===== config.mk =====
export PLATFORM = sky130hd
export DESIGN_NAME = shared_parallel_io_port
export DESIGN_NICKNAME = d
export VERILOG_FILES = /design/src/hdl/gpio_pkg.sv /design/src/hdl/sync2.sv /design/src/hdl/shared_parallel_io_port.sv
export SDC_FILE = /design/constraint.sdc
export NUM_CORES = 1
export LEC_CHECK = 0
export BUFFER_PORTS_ARGS = -buffer_cell sky130_fd_sc_hd__buf_2
export CAP_MARGIN = 20
export CORE_MARGIN = 5
export CORE_UTILIZATION = 48
export DETAILED_ROUTE_END_ITERATION = 10
export PLACE_DENSITY = 0.73
export SLEW_MARGIN = 10
export SYNTH_ARGS = -nofsm -noshare
export SYNTH_HDL_FRONTEND = slang
export SYNTH_SLANG_ARGS = --single-unit

===== constraint.sdc =====
create_clock -name clk -period 17.8 [get_ports clk]
set_clock_uncertainty 0.05 [all_clocks]
set_input_delay 1.78 -clock clk [delete_from_list [all_inputs] [get_ports clk]]
set_output_delay 1.78 -clock clk [all_outputs]
set_load 0.01 [all_outputs]

===== src/hdl/gpio_pkg.sv =====
// Constants shared by the shared parallel I/O port design.
package gpio_pkg;

    // ------------------------------------------------------------------
    // Port geometry
    // ------------------------------------------------------------------
    // Number of pin positions that the port decodes.
    localparam int PORT_W = 16;
    // Pins that really exist on this device; the rest read as zero.
    localparam logic [15:0] IMPL_MASK = 16'hffff;
    // Pins that are shared with an analog input.
    localparam logic [15:0] ANALOG_MASK = 16'h00ff;

    // ------------------------------------------------------------------
    // Register byte offsets
    // ------------------------------------------------------------------
    localparam logic [11:0] OFS_DIRECTION = 12'h000;
    localparam logic [11:0] OFS_PIN_STATE = 12'h004;
    localparam logic [11:0] OFS_OUT_LATCH = 12'h008;
    localparam logic [11:0] OFS_OPEN_DRAIN = 12'h00c;
    localparam logic [11:0] OFS_ANALOG_SEL = 12'h010;
    localparam logic [11:0] OFS_PULL_UP = 12'h014;
    localparam logic [11:0] OFS_PULL_DOWN = 12'h018;
    localparam logic [11:0] OFS_STATUS = 12'h01c;

    // ------------------------------------------------------------------
    // Reset values
    // ------------------------------------------------------------------
    // All ones: every pin is an input after reset.
    localparam logic [15:0] RST_DIRECTION = 16'hffff;
    localparam logic [15:0] RST_OUT_LATCH = 16'h0000;
    localparam logic [15:0] RST_OPEN_DRAIN = 16'h0000;
    // Analog-capable pins start in analog mode.
    localparam logic [15:0] RST_ANALOG_SEL = ANALOG_MASK;
    localparam logic [15:0] RST_PULL_UP = 16'h0000;
    localparam logic [15:0] RST_PULL_DOWN = 16'h0000;

    // ------------------------------------------------------------------
    // Status register fields
    // ------------------------------------------------------------------
    // Bit holding the synchronised over-voltage level.
    localparam int ST_OVERVOLT_BIT = 0;
    // Lowest bit of the peripheral ownership field.
    localparam int ST_OWNER_LSB = 16;

endpackage : gpio_pkg


===== src/hdl/sync2.sv =====
// Two-flop synchroniser for levels that enter from outside the clock.
`timescale 1ns/1ps

module sync2 #(
    parameter int W = 1
) (
    // Clock and reset.
    input wire logic clk,
    input wire logic rst,
    // Asynchronous level in, synchronised level out.
    input wire logic [W-1:0] d,
    output logic [W-1:0] q
);

    // First stage; read by the second stage only.
    logic [W-1:0] meta_r;

    // ------------------------------------------------------------------
    // Synchroniser stages
    // ------------------------------------------------------------------
    // Both stages clear on reset so that nothing unknown leaks out.
    always_ff @(posedge clk or posedge rst)
    begin
        if (rst)
        begin
            meta_r <= '0;
            q <= '0;
        end
        else
        begin
            meta_r <= d;
            q <= meta_r;
        end
    end

endmodule : sync2


===== src/hdl/shared_parallel_io_port.sv =====
// Shared parallel I/O port with APB registers and pin multiplexing.
//
// Functional notes
// - Active peripheral drive disables port driver; pin readable.
// - Enabled but idle peripheral lets port drive.
// - Per-pin data and enable muxes, peripheral first.
// - Port output never loops into peripheral input.
// - Direction bit one is input, zero output.
// - Reset returns every direction bit to input.
// - Latch register reads and writes the latch; analog pins read zero.
// - Pin-state reads pins; writes go to latch.
// - Unimplemented bits read zero in all registers.
// - Port offers eight digital I/O registers.
// - Input-only shared function leaves port owning pin.
// - Over-voltage detect tristates every pin while present.
// - Analog pins reset analog; digital reads return zero.
// - Per-pin weak pull-up and pull-down enables.
//
// Decided for this implementation: the APB slave port and the register addresses.
`timescale 1ns/1ps

module shared_parallel_io_port (
    // Clock and reset.
    input wire logic clk,
    input wire logic rst,
    // APB slave.
    input wire logic psel,
    input wire logic penable,
    input wire logic pwrite,
    input wire logic [11:0] paddr,
    input wire logic [31:0] pwdata,
    input wire logic [3:0] pstrb,
    output logic [31:0] prdata,
    output logic pready,
    output logic pslverr,
    // Peripheral side, same clock domain.
    input wire logic [15:0] periph_enable,
    input wire logic [15:0] periph_drive,
    input wire logic [15:0] periph_out,
    output logic [15:0] periph_in,
    // Supply monitor, asynchronous level.
    input wire logic core_overvoltage_detect,
    // Package pins.
    input wire logic [15:0] pin_in,
    output logic [15:0] pin_out,
    output logic [15:0] pin_oe,
    output logic [15:0] pull_up_en,
    output logic [15:0] pull_down_en,
    output logic [15:0] input_buf_en
);

    // ------------------------------------------------------------------
    // Declarations
    // ------------------------------------------------------------------
    // Software-visible storage.
    logic [15:0] direction_r;
    logic [15:0] out_latch_r;
    logic [15:0] open_drain_r;
    logic [15:0] analog_sel_r;
    logic [15:0] pull_up_r;
    logic [15:0] pull_down_r;
    // Synchronised pin levels and over-voltage level.
    logic [15:0] pin_sync;
    logic [0:0] ovd_sync;
    // Bus handshake state.
    logic pready_r;
    logic pslverr_r;
    logic [31:0] prdata_r;
    // Decoded bus events.
    logic setup_cyc;
    logic wr_take;
    logic [15:0] wr_mask;
    logic [15:0] wr_data;
    logic addr_ok;
    logic [31:0] rd_nxt;
    // Ownership and next pin values.
    logic [15:0] periph_owns;
    logic [15:0] port_oe;
    logic [15:0] digital_in;
    logic [15:0] pin_out_nxt;
    logic [15:0] pin_oe_nxt;
    logic [15:0] periph_in_nxt;
    // Registered pin-side outputs.
    logic [15:0] pin_out_r;
    logic [15:0] pin_oe_r;
    logic [15:0] periph_in_r;
    logic [15:0] pull_up_out_r;
    logic [15:0] pull_down_out_r;
    logic [15:0] in_buf_r;

    // ------------------------------------------------------------------
    // Input synchronisers
    // ------------------------------------------------------------------
    // Pins are asynchronous to clk, so nothing reads them raw.
    sync2 #(
        .W(16)
    ) u_pin_sync (
        .clk(clk),
        .rst(rst),
        .d(pin_in),
        .q(pin_sync)
    );

    // The supply monitor is also asynchronous to clk.
    sync2 #(
        .W(1)
    ) u_ovd_sync (
        .clk(clk),
        .rst(rst),
        .d(core_overvoltage_detect),
        .q(ovd_sync)
    );

    // ------------------------------------------------------------------
    // APB decode
    // ------------------------------------------------------------------
    // Setup phase of a new transfer.
    assign setup_cyc = psel && !penable;
    // A write lands only on the edge where pready is sampled high.
    assign wr_take = psel && penable && pready_r && pwrite && !pslverr_r;
    // Byte lanes 0 and 1 carry the 16 register bits.
    assign wr_mask = {{8{pstrb[1]}}, {8{pstrb[0]}}} & gpio_pkg::IMPL_MASK;
    assign wr_data = pwdata[15:0];

    // Digital input level as seen by software; analog pins read zero.
    assign digital_in = pin_sync & ~analog_sel_r & gpio_pkg::IMPL_MASK;

    // Read mux, evaluated in the setup phase and held in prdata_r.
    always_comb
    begin
        rd_nxt = 32'h0000_0000;
        addr_ok = 1'b1;
        case (paddr)
            gpio_pkg::OFS_DIRECTION:
            begin
                rd_nxt[15:0] = direction_r & gpio_pkg::IMPL_MASK;
            end
            gpio_pkg::OFS_PIN_STATE:
            begin
                // Real pin levels, not the latch.
                rd_nxt[15:0] = digital_in;
            end
            gpio_pkg::OFS_OUT_LATCH:
            begin
                // Latch contents, masked for analog and absent pins.
                rd_nxt[15:0] = out_latch_r & ~analog_sel_r
                    & gpio_pkg::IMPL_MASK;
            end
            gpio_pkg::OFS_OPEN_DRAIN:
            begin
                rd_nxt[15:0] = open_drain_r & gpio_pkg::IMPL_MASK;
            end
            gpio_pkg::OFS_ANALOG_SEL:
            begin
                rd_nxt[15:0] = analog_sel_r & gpio_pkg::IMPL_MASK;
            end
            gpio_pkg::OFS_PULL_UP:
            begin
                rd_nxt[15:0] = pull_up_r & gpio_pkg::IMPL_MASK;
            end
            gpio_pkg::OFS_PULL_DOWN:
            begin
                rd_nxt[15:0] = pull_down_r & gpio_pkg::IMPL_MASK;
            end
            gpio_pkg::OFS_STATUS:
            begin
                // Over-voltage level and which pins a peripheral owns.
                rd_nxt[gpio_pkg::ST_OVERVOLT_BIT] = ovd_sync[0];
                rd_nxt[gpio_pkg::ST_OWNER_LSB +: 16] = periph_owns;
            end
            default:
            begin
                // Unmapped words read zero and flag an error.
                addr_ok = 1'b0;
            end
        endcase
    end

    // ------------------------------------------------------------------
    // APB handshake
    // ------------------------------------------------------------------
    // One wait-free access phase: pready rises in the cycle after
    // setup and falls again after it, so every transfer takes two
    // cycles and back-to-back transfers are allowed.
    always_ff @(posedge clk or posedge rst)
    begin
        if (rst)
        begin
            pready_r <= 1'b0;
            pslverr_r <= 1'b0;
            prdata_r <= 32'h0000_0000;
        end
        else if (setup_cyc)
        begin
            pready_r <= 1'b1;
            pslverr_r <= !addr_ok;
            // Writes return zero data to keep the bus quiet.
            prdata_r <= pwrite ? 32'h0000_0000 : rd_nxt;
        end
        else
        begin
            pready_r <= 1'b0;
            pslverr_r <= 1'b0;
            prdata_r <= 32'h0000_0000;
        end
    end

    // ------------------------------------------------------------------
    // Direction register
    // ------------------------------------------------------------------
    // Every reset restores all ones so all pins start as inputs.
    always_ff @(posedge clk or posedge rst)
    begin
        if (rst)
        begin
            direction_r <= gpio_pkg::RST_DIRECTION;
        end
        else if (wr_take && paddr == gpio_pkg::OFS_DIRECTION)
        begin
            direction_r <= (direction_r & ~wr_mask) | (wr_data & wr_mask);
        end
    end

    // ------------------------------------------------------------------
    // Output latch
    // ------------------------------------------------------------------
    // The latch is written through its own offset and also through
    // the pin-state offset, which has no storage of its own.
    always_ff @(posedge clk or posedge rst)
    begin
        if (rst)
        begin
            out_latch_r <= gpio_pkg::RST_OUT_LATCH;
        end
        else if (wr_take && (paddr == gpio_pkg::OFS_OUT_LATCH
            || paddr == gpio_pkg::OFS_PIN_STATE))
        begin
            out_latch_r <= (out_latch_r & ~wr_mask)
                | (wr_data & wr_mask);
        end
    end

    // ------------------------------------------------------------------
    // Open-drain register
    // ------------------------------------------------------------------
    always_ff @(posedge clk or posedge rst)
    begin
        if (rst)
        begin
            open_drain_r <= gpio_pkg::RST_OPEN_DRAIN;
        end
        else if (wr_take && paddr == gpio_pkg::OFS_OPEN_DRAIN)
        begin
            open_drain_r <= (open_drain_r & ~wr_mask)
                | (wr_data & wr_mask);
        end
    end

    // ------------------------------------------------------------------
    // Analog select register
    // ------------------------------------------------------------------
    // Only analog-capable pins may hold a one here; software must
    // clear a bit before using that pin as a digital input.
    always_ff @(posedge clk or posedge rst)
    begin
        if (rst)
        begin
            analog_sel_r <= gpio_pkg::RST_ANALOG_SEL;
        end
        else if (wr_take && paddr == gpio_pkg::OFS_ANALOG_SEL)
        begin
            analog_sel_r <= ((analog_sel_r & ~wr_mask)
                | (wr_data & wr_mask)) & gpio_pkg::ANALOG_MASK;
        end
    end

    // ------------------------------------------------------------------
    // Pull resistor enables
    // ------------------------------------------------------------------
    // Pull-up enables, one bit per pin.
    always_ff @(posedge clk or posedge rst)
    begin
        if (rst)
        begin
            pull_up_r <= gpio_pkg::RST_PULL_UP;
        end
        else if (wr_take && paddr == gpio_pkg::OFS_PULL_UP)
        begin
            pull_up_r <= (pull_up_r & ~wr_mask)
                | (wr_data & wr_mask);
        end
    end

    // Pull-down enables, one bit per pin.
    always_ff @(posedge clk or posedge rst)
    begin
        if (rst)
        begin
            pull_down_r <= gpio_pkg::RST_PULL_DOWN;
        end
        else if (wr_take && paddr == gpio_pkg::OFS_PULL_DOWN)
        begin
            pull_down_r <= (pull_down_r & ~wr_mask)
                | (wr_data & wr_mask);
        end
    end

    // ------------------------------------------------------------------
    // Pin multiplexers
    // ------------------------------------------------------------------
    // A peripheral owns a pin only while enabled and actively driving.
    // An input-only function never raises periph_drive, so the port
    // keeps such a pin as if it were dedicated.
    assign periph_owns = periph_enable & periph_drive
        & gpio_pkg::IMPL_MASK;

    // Port drive: direction zero means output; open drain only pulls
    // low and releases the pin for a one.
    assign port_oe = ~direction_r & ~(open_drain_r & out_latch_r)
        & gpio_pkg::IMPL_MASK;

    // Data and enable muxes, the peripheral taking precedence.
    always_comb
    begin
        pin_out_nxt = (periph_owns & periph_out)
            | (~periph_owns & out_latch_r & ~open_drain_r);
        pin_oe_nxt = periph_owns | (~periph_owns & port_oe);
        // Over-voltage tristates every pin for as long as it lasts.
        if (ovd_sync[0])
        begin
            pin_oe_nxt = 16'h0000;
        end
        // A pin the port itself drives gives the peripheral zero, so
        // the port's output never loops into the peripheral input.
        periph_in_nxt = digital_in & ~(~periph_owns & port_oe);
    end

    // ------------------------------------------------------------------
    // Pin-side output registers
    // ------------------------------------------------------------------
    // Registering costs one cycle of latency but keeps the pads free
    // of glitches from the multiplexers.
    always_ff @(posedge clk or posedge rst)
    begin
        if (rst)
        begin
            pin_out_r <= 16'h0000;
            pin_oe_r <= 16'h0000;
        end
        else
        begin
            pin_out_r <= pin_out_nxt;
            pin_oe_r <= pin_oe_nxt;
        end
    end

    // Loop-free input towards the peripherals.
    always_ff @(posedge clk or posedge rst)
    begin
        if (rst)
        begin
            periph_in_r <= 16'h0000;
        end
        else
        begin
            periph_in_r <= periph_in_nxt;
        end
    end

    // Pulls and input buffers go off during over-voltage as well.
    always_ff @(posedge clk or posedge rst)
    begin
        if (rst)
        begin
            pull_up_out_r <= 16'h0000;
            pull_down_out_r <= 16'h0000;
            in_buf_r <= 16'h0000;
        end
        else if (ovd_sync[0])
        begin
            pull_up_out_r <= 16'h0000;
            pull_down_out_r <= 16'h0000;
            in_buf_r <= 16'h0000;
        end
        else
        begin
            pull_up_out_r <= pull_up_r & gpio_pkg::IMPL_MASK;
            pull_down_out_r <= pull_down_r & gpio_pkg::IMPL_MASK;
            // Analog mode disables the digital input buffer.
            in_buf_r <= ~analog_sel_r & gpio_pkg::IMPL_MASK;
        end
    end

    // ------------------------------------------------------------------
    // Output assignments
    // ------------------------------------------------------------------
    assign prdata = prdata_r;
    assign pready = pready_r;
    assign pslverr = pslverr_r;
    assign periph_in = periph_in_r;
    assign pin_out = pin_out_r;
    assign pin_oe = pin_oe_r;
    assign pull_up_en = pull_up_out_r;
    assign pull_down_en = pull_down_out_r;
    assign input_buf_en = in_buf_r;

endmodule : shared_parallel_io_port


* After elaboration in Yosys (flattened, before gate mapping)
Index checks and enable logic that the tools add are counted.
** Word-level totals
- Bits in registers :: 252
- Output and inout port bits :: 130
- Logic and storage cells :: 87
** Operators by class
- Equality and inequality tests :: 7
- Multiplexer cells :: 12
- Bitwise logic cells :: 32
- Reductions and logical operators :: 17
** Operators with widths (number)
- 16-bit AND :: 16
- 16-bit bitwise OR :: 7
- 15-bit one-hot mux with 7 select lines :: 1
- 16-bit inverter :: 6
- 16-bit 2-to-1 mux :: 5
- 32-bit 2-to-1 mux :: 2
- 12-bit by 5-bit == test with 1-bit output, second input constant :: 4
- 12-bit by 4-bit == test with 1-bit output, second input constant :: 2
- 8-bit inverter with 16-bit output :: 1
- 12-bit by 3-bit == test with 1-bit output, second input constant :: 1
- 12-bit logical NOT :: 1
- 1-bit logical AND :: 11
- 8-bit AND :: 1
- 8-bit bitwise OR :: 1
- 1-bit one-hot mux with 8 select lines :: 1
- 8-bit OR reduction :: 1
- 1-bit logical NOT :: 3
- 1-bit 2-to-1 mux :: 3
- 1-bit logical OR :: 1

* Depth between registers and ports, before layout
- Depth after elaboration :: 6
- Gate-level depth with buffers :: 7

* Modules after synthesis
From an unflattened synthesis, not the netlist that was laid out.
** Second synthesis, totals
- Cell total of the unflattened synthesis :: 723
- Area, all modules :: 9477.8 um^2
** By module, submodules not included
- shared_parallel_io_port :: sequential area each 5310.1 um^2, area an instance 8619.5 um^2, cells each 687, instances 1
- sync2 (u_pin_sync) :: sequential area each 800.8 um^2, area an instance 804.5 um^2, cells each 33, instances 1
- sync2 (u_ovd_sync) :: sequential area each 50.0 um^2, area an instance 53.8 um^2, cells each 3, instances 1

* Worst setup path after synthesis
Ideal clock, no wire load.
- Path kind :: input -> register
- Start point :: in paddr[9]
- End point :: reg with a tool-made name
- Path slack :: 14.238 ns
- Required time :: 17.668 ns
- Cell stages on the path :: 6
- Library setup time :: 0.082 ns
- Data arrival time :: 3.430 ns
- Path through :: or4_4 buf_6 nor4_4 nor2b_1 buf_6 mux2_4
** RTL lines
- start, declared :: line shared_parallel_io_port.sv:30 : input wire logic [11:0] paddr,

* Worst setup path after layout
- Start point :: in paddr[4]
- End point :: reg prdata_r[27] (netlist: prdata[27])
** On the way
- Longest elaborated chain between the ends :: 4
** Ends and longest elaborated chain
- 12-bit by 5-bit == test with 1-bit output :: line shared_parallel_io_port.sv:133 : case (paddr)
- 16-bit 2-to-1 mux :: line shared_parallel_io_port.sv:133
- 32-bit 2-to-1 mux :: line shared_parallel_io_port.sv:198 : prdata_r <= pwrite ? 32'h0000_0000 : rd_nxt;
- 32-bit 2-to-1 mux :: line shared_parallel_io_port.sv:193 : else if (setup_cyc)
- end signal, assigned :: line shared_parallel_io_port.sv:198
- end, declared :: line shared_parallel_io_port.sv:68 : logic [31:0] prdata_r;
Every way passes these cells.
A chain may end at the register's enable or synchronous reset.

==> impl_metrics.tcl <==
set metrics [dict create \
    clock-root-buffer "clkbuf_16" \
    required_ns 18.18 \
    dp_hpwl_um 17000 \
    end_kind "flip-flop" \
    reg2reg_slack_ns 15.52 \
    syn-instance-count 728 \
    period_share_pct 23.8 \
    cp_top_family "simple AND/OR/NAND/NOR gates" \
    finalSetupTns_ns 0 \
    drtPass1Iterations 5 \
    pwr-share-comb_pct 5.1 \
    switchingPower_mw 0.255 \
    post-route-drc-count 0 \
    wire_per_inst_um 20.3 \
    cts_inserted_buffers 25 \
    clockPowerShare_pct 45.7 \
    arrival_ns 4.62 \
    syn2layout_area_growth_pct 23.2 \
    rr_worst_depth 4 \
    finalWirelength_um 25200 \
    async_reset_ff_share_pct 100 \
    vdd_ir_drop_max_uv 78.7 \
    cts.path.max_buffers 3 \
    synth_area_um2 9650 \
    status "finished, final reports clean" \
    antenna_found_initial 3 \
    via_per_inst 5.41 \
    grt_pass1_wl_um 38200 \
    track_usage_pct 21.7 \
    slew-limit-headroom_pct 24.6 \
    yosysSeqAreaShare_pct 63.9 \
    p_per_area_nw_per_um2 97.6 \
    worst_slew_pin_slew_ns 1.13 \
    final-setup-viol-count 0 \
    cts_tree "built" \
    die_h_um 152 \
    cts_max_level 1 \
    grt_overflow 0 \
    hold_path_depth 0 \
    grt_max_degree 125 \
    dr.first_iter.drc_count 370 \
    p_int_mw 0.905 \
    cts_resized 0 \
    fmax_mhz 236 \
    synth_edf_count 0 \
    p_leak_nw 6.00 \
    critical_path.max_stage_delay_ns 0.68 \
    hold_end "u_pin_sync.q[4]" \
    drive_gt1_share_pct 44.0 \
    critPathSlowestCell "nor3_2" \
    ys_ff_latch 245 \
    vias 6718 \
    worstSkewPairLatency_ns 0.51 \
    utilization_pct 60.5 \
    critPathMostFrequentCell "buf_4" \
    clkSinkCount 245 \
    rsz0062_at_grt "false" \
    postRouteAntennaNets 0 \
    holdBufCountCts 0 \
    cp_num_buf_inv 4 \
    cts_setup_buffers 0 \
    num_rows 51 \
    dieArea_um2 23000 \
    r2r_start "pslverr" \
    die_width_um 152 \
    synthesis.nets 846 \
    floorplan.initialDensity_pct 49.1 \
    placeableCoreArea_um2 19700 \
    placement.io_buffers 229 \
    synth.avg_cell_area_um2 13.2 \
    crit_fanout 36 \
    timing.max_cap.violations 0 \
    ios 248 \
    place.gp.congestion 0.792 \
    switching_share_pct 22.0 \
    critPathLaunchType "input port" \
    hold_viol_final 0 \
    synth-main-ff-cell "dfrtp_1" \
    ys_warn_count 0 \
    crit_chain "buf_2 -> buf_4 -> inv_1 -> nor3_2 -> nand3_1 -> buf_4 -> nor2_1" \
    grt_pass1_vias 6721 \
    nets 1075 \
    seqPwrFrac_pct 49.2 \
    post_synth_num_cell_types 58 \
    drv_slew 0 \
    critPathKind "input port to flip-flop" \
    worstHoldPathType "flip-flop to flip-flop" \
    min_from "u_pin_sync.meta_r[4]" \
    clkTransAtPathRegs_ns 0.06 \
    period_needed_ns 4.23 \
]
[how the worst max path moves through the flow]
stage	start	end	slack [ns]	cells past startpoint
after floorplan	rst	asynchronous set/reset pin	9.28	1
after global placement	paddr[4]	prdata[18]	13.19	7
after detailed placement	paddr[4]	prdata[27]	13.15	7
after CTS	paddr[4]	prdata[27]	13.66	7
after global routing	paddr[4]	prdata[24]	13.56	7
final	paddr[4]	prdata[27]	13.57	7
[synthesized netlist by cell type (8+ instances only)]
| library cell | n | area [um2] |
|---|---|---|
| a32oi_1 | 8 | 70.1 |
| dfstp_2 | 24 | 631 |
| nand2_1 | 42 | 158 |
| nand3b_1 | 16 | 120 |
| clkbuf_1 | 17 | 63.8 |
| nor2_1 | 47 | 176 |
| nand3_1 | 28 | 140 |
| nor2b_1 | 38 | 238 |
| mux2i_1 | 9 | 90.1 |
| dfrtp_1 | 221 | 5530 |
| mux2_2 | 89 | 1000 |
| a21oi_1 | 51 | 255 |
| mux2_4 | 8 | 120 |
| a21boi_0 | 9 | 67.6 |
| nand4_1 | 9 | 56.3 |
[placed cells by master (no fill, tap or decap), types with 6 or more instances in the layout]
cell type and count:
a21boi_0 9, a21oi_1 51, a32oi_1 8, buf_2 229
buf_4 8, clkbuf_16 25, clkinv_2 7, dfrtp_1 220
dfstp_2 24, inv_1 6, mux2_2 89, mux2_4 8
mux2i_1 9, nand2_1 42, nand3_1 28, nand3b_1 16
nand4_1 9, nor2_1 47, nor2b_1 38
[per-layer routing]
layer	part of all wire, %	vias up	GRT usage (%)	wire, um
met1	43	3370	30.5	10800
met4	2.0	4	6.11	510
met3	7.5	36	4.28	1880
met2	47	244	34.6	11900
li1	-	3064	-	-
met5	0.056	-	0	14
[metrics by stage]
step / hold slack, ns / cell area [um2] / power (mW) / instances / worst slack, ns
floorplan: 0.281 / 9650 / 0.610 / 728 / 9.28
global placement: 0.281 / 11000 / 0.640 / 1195 / 13.19
detailed placement: 0.286 / 11000 / 0.641 / 1195 / 13.15
CTS: 0.297 / 11900 / 1.17 / 1241 / 13.66
global route: 0.307 / 11900 / 1.20 / 1242 / 13.56
finish: 0.293 / 11900 / 1.16 / 1242 / 13.57
[power groups by stage]
stage	clock network (mW)	registers (mW)	logic (mW)
after floorplan	0	0.583	0.0268
final	0.530	0.571	0.0591
after detailed placement	0	0.581	0.0598
after CTS	0.541	0.571	0.0600
after global placement	0	0.581	0.0589
after global routing	0.566	0.572	0.0658
[cells by family after synthesis]
kind of cell	after synthesis	synth area share (%)
AOI/OAI and AO/OA	107	7.36
muxes	106	12.6
and+or+nand+nor	228	14.1
buffers and inverters	42	2.11
DFF	245	63.9
[cell type report]
class	instances	area, um2
diodes	1	2.50
inverters	7	33.8
flip-flops and latches	245	6160
well taps	265	332
clock buffers	33	696
fillers	1599	7770
repair buffers	237	1210
clock inverters	13	149
multi-input cells	441	3300
Power figures use the tool's default switching activity.
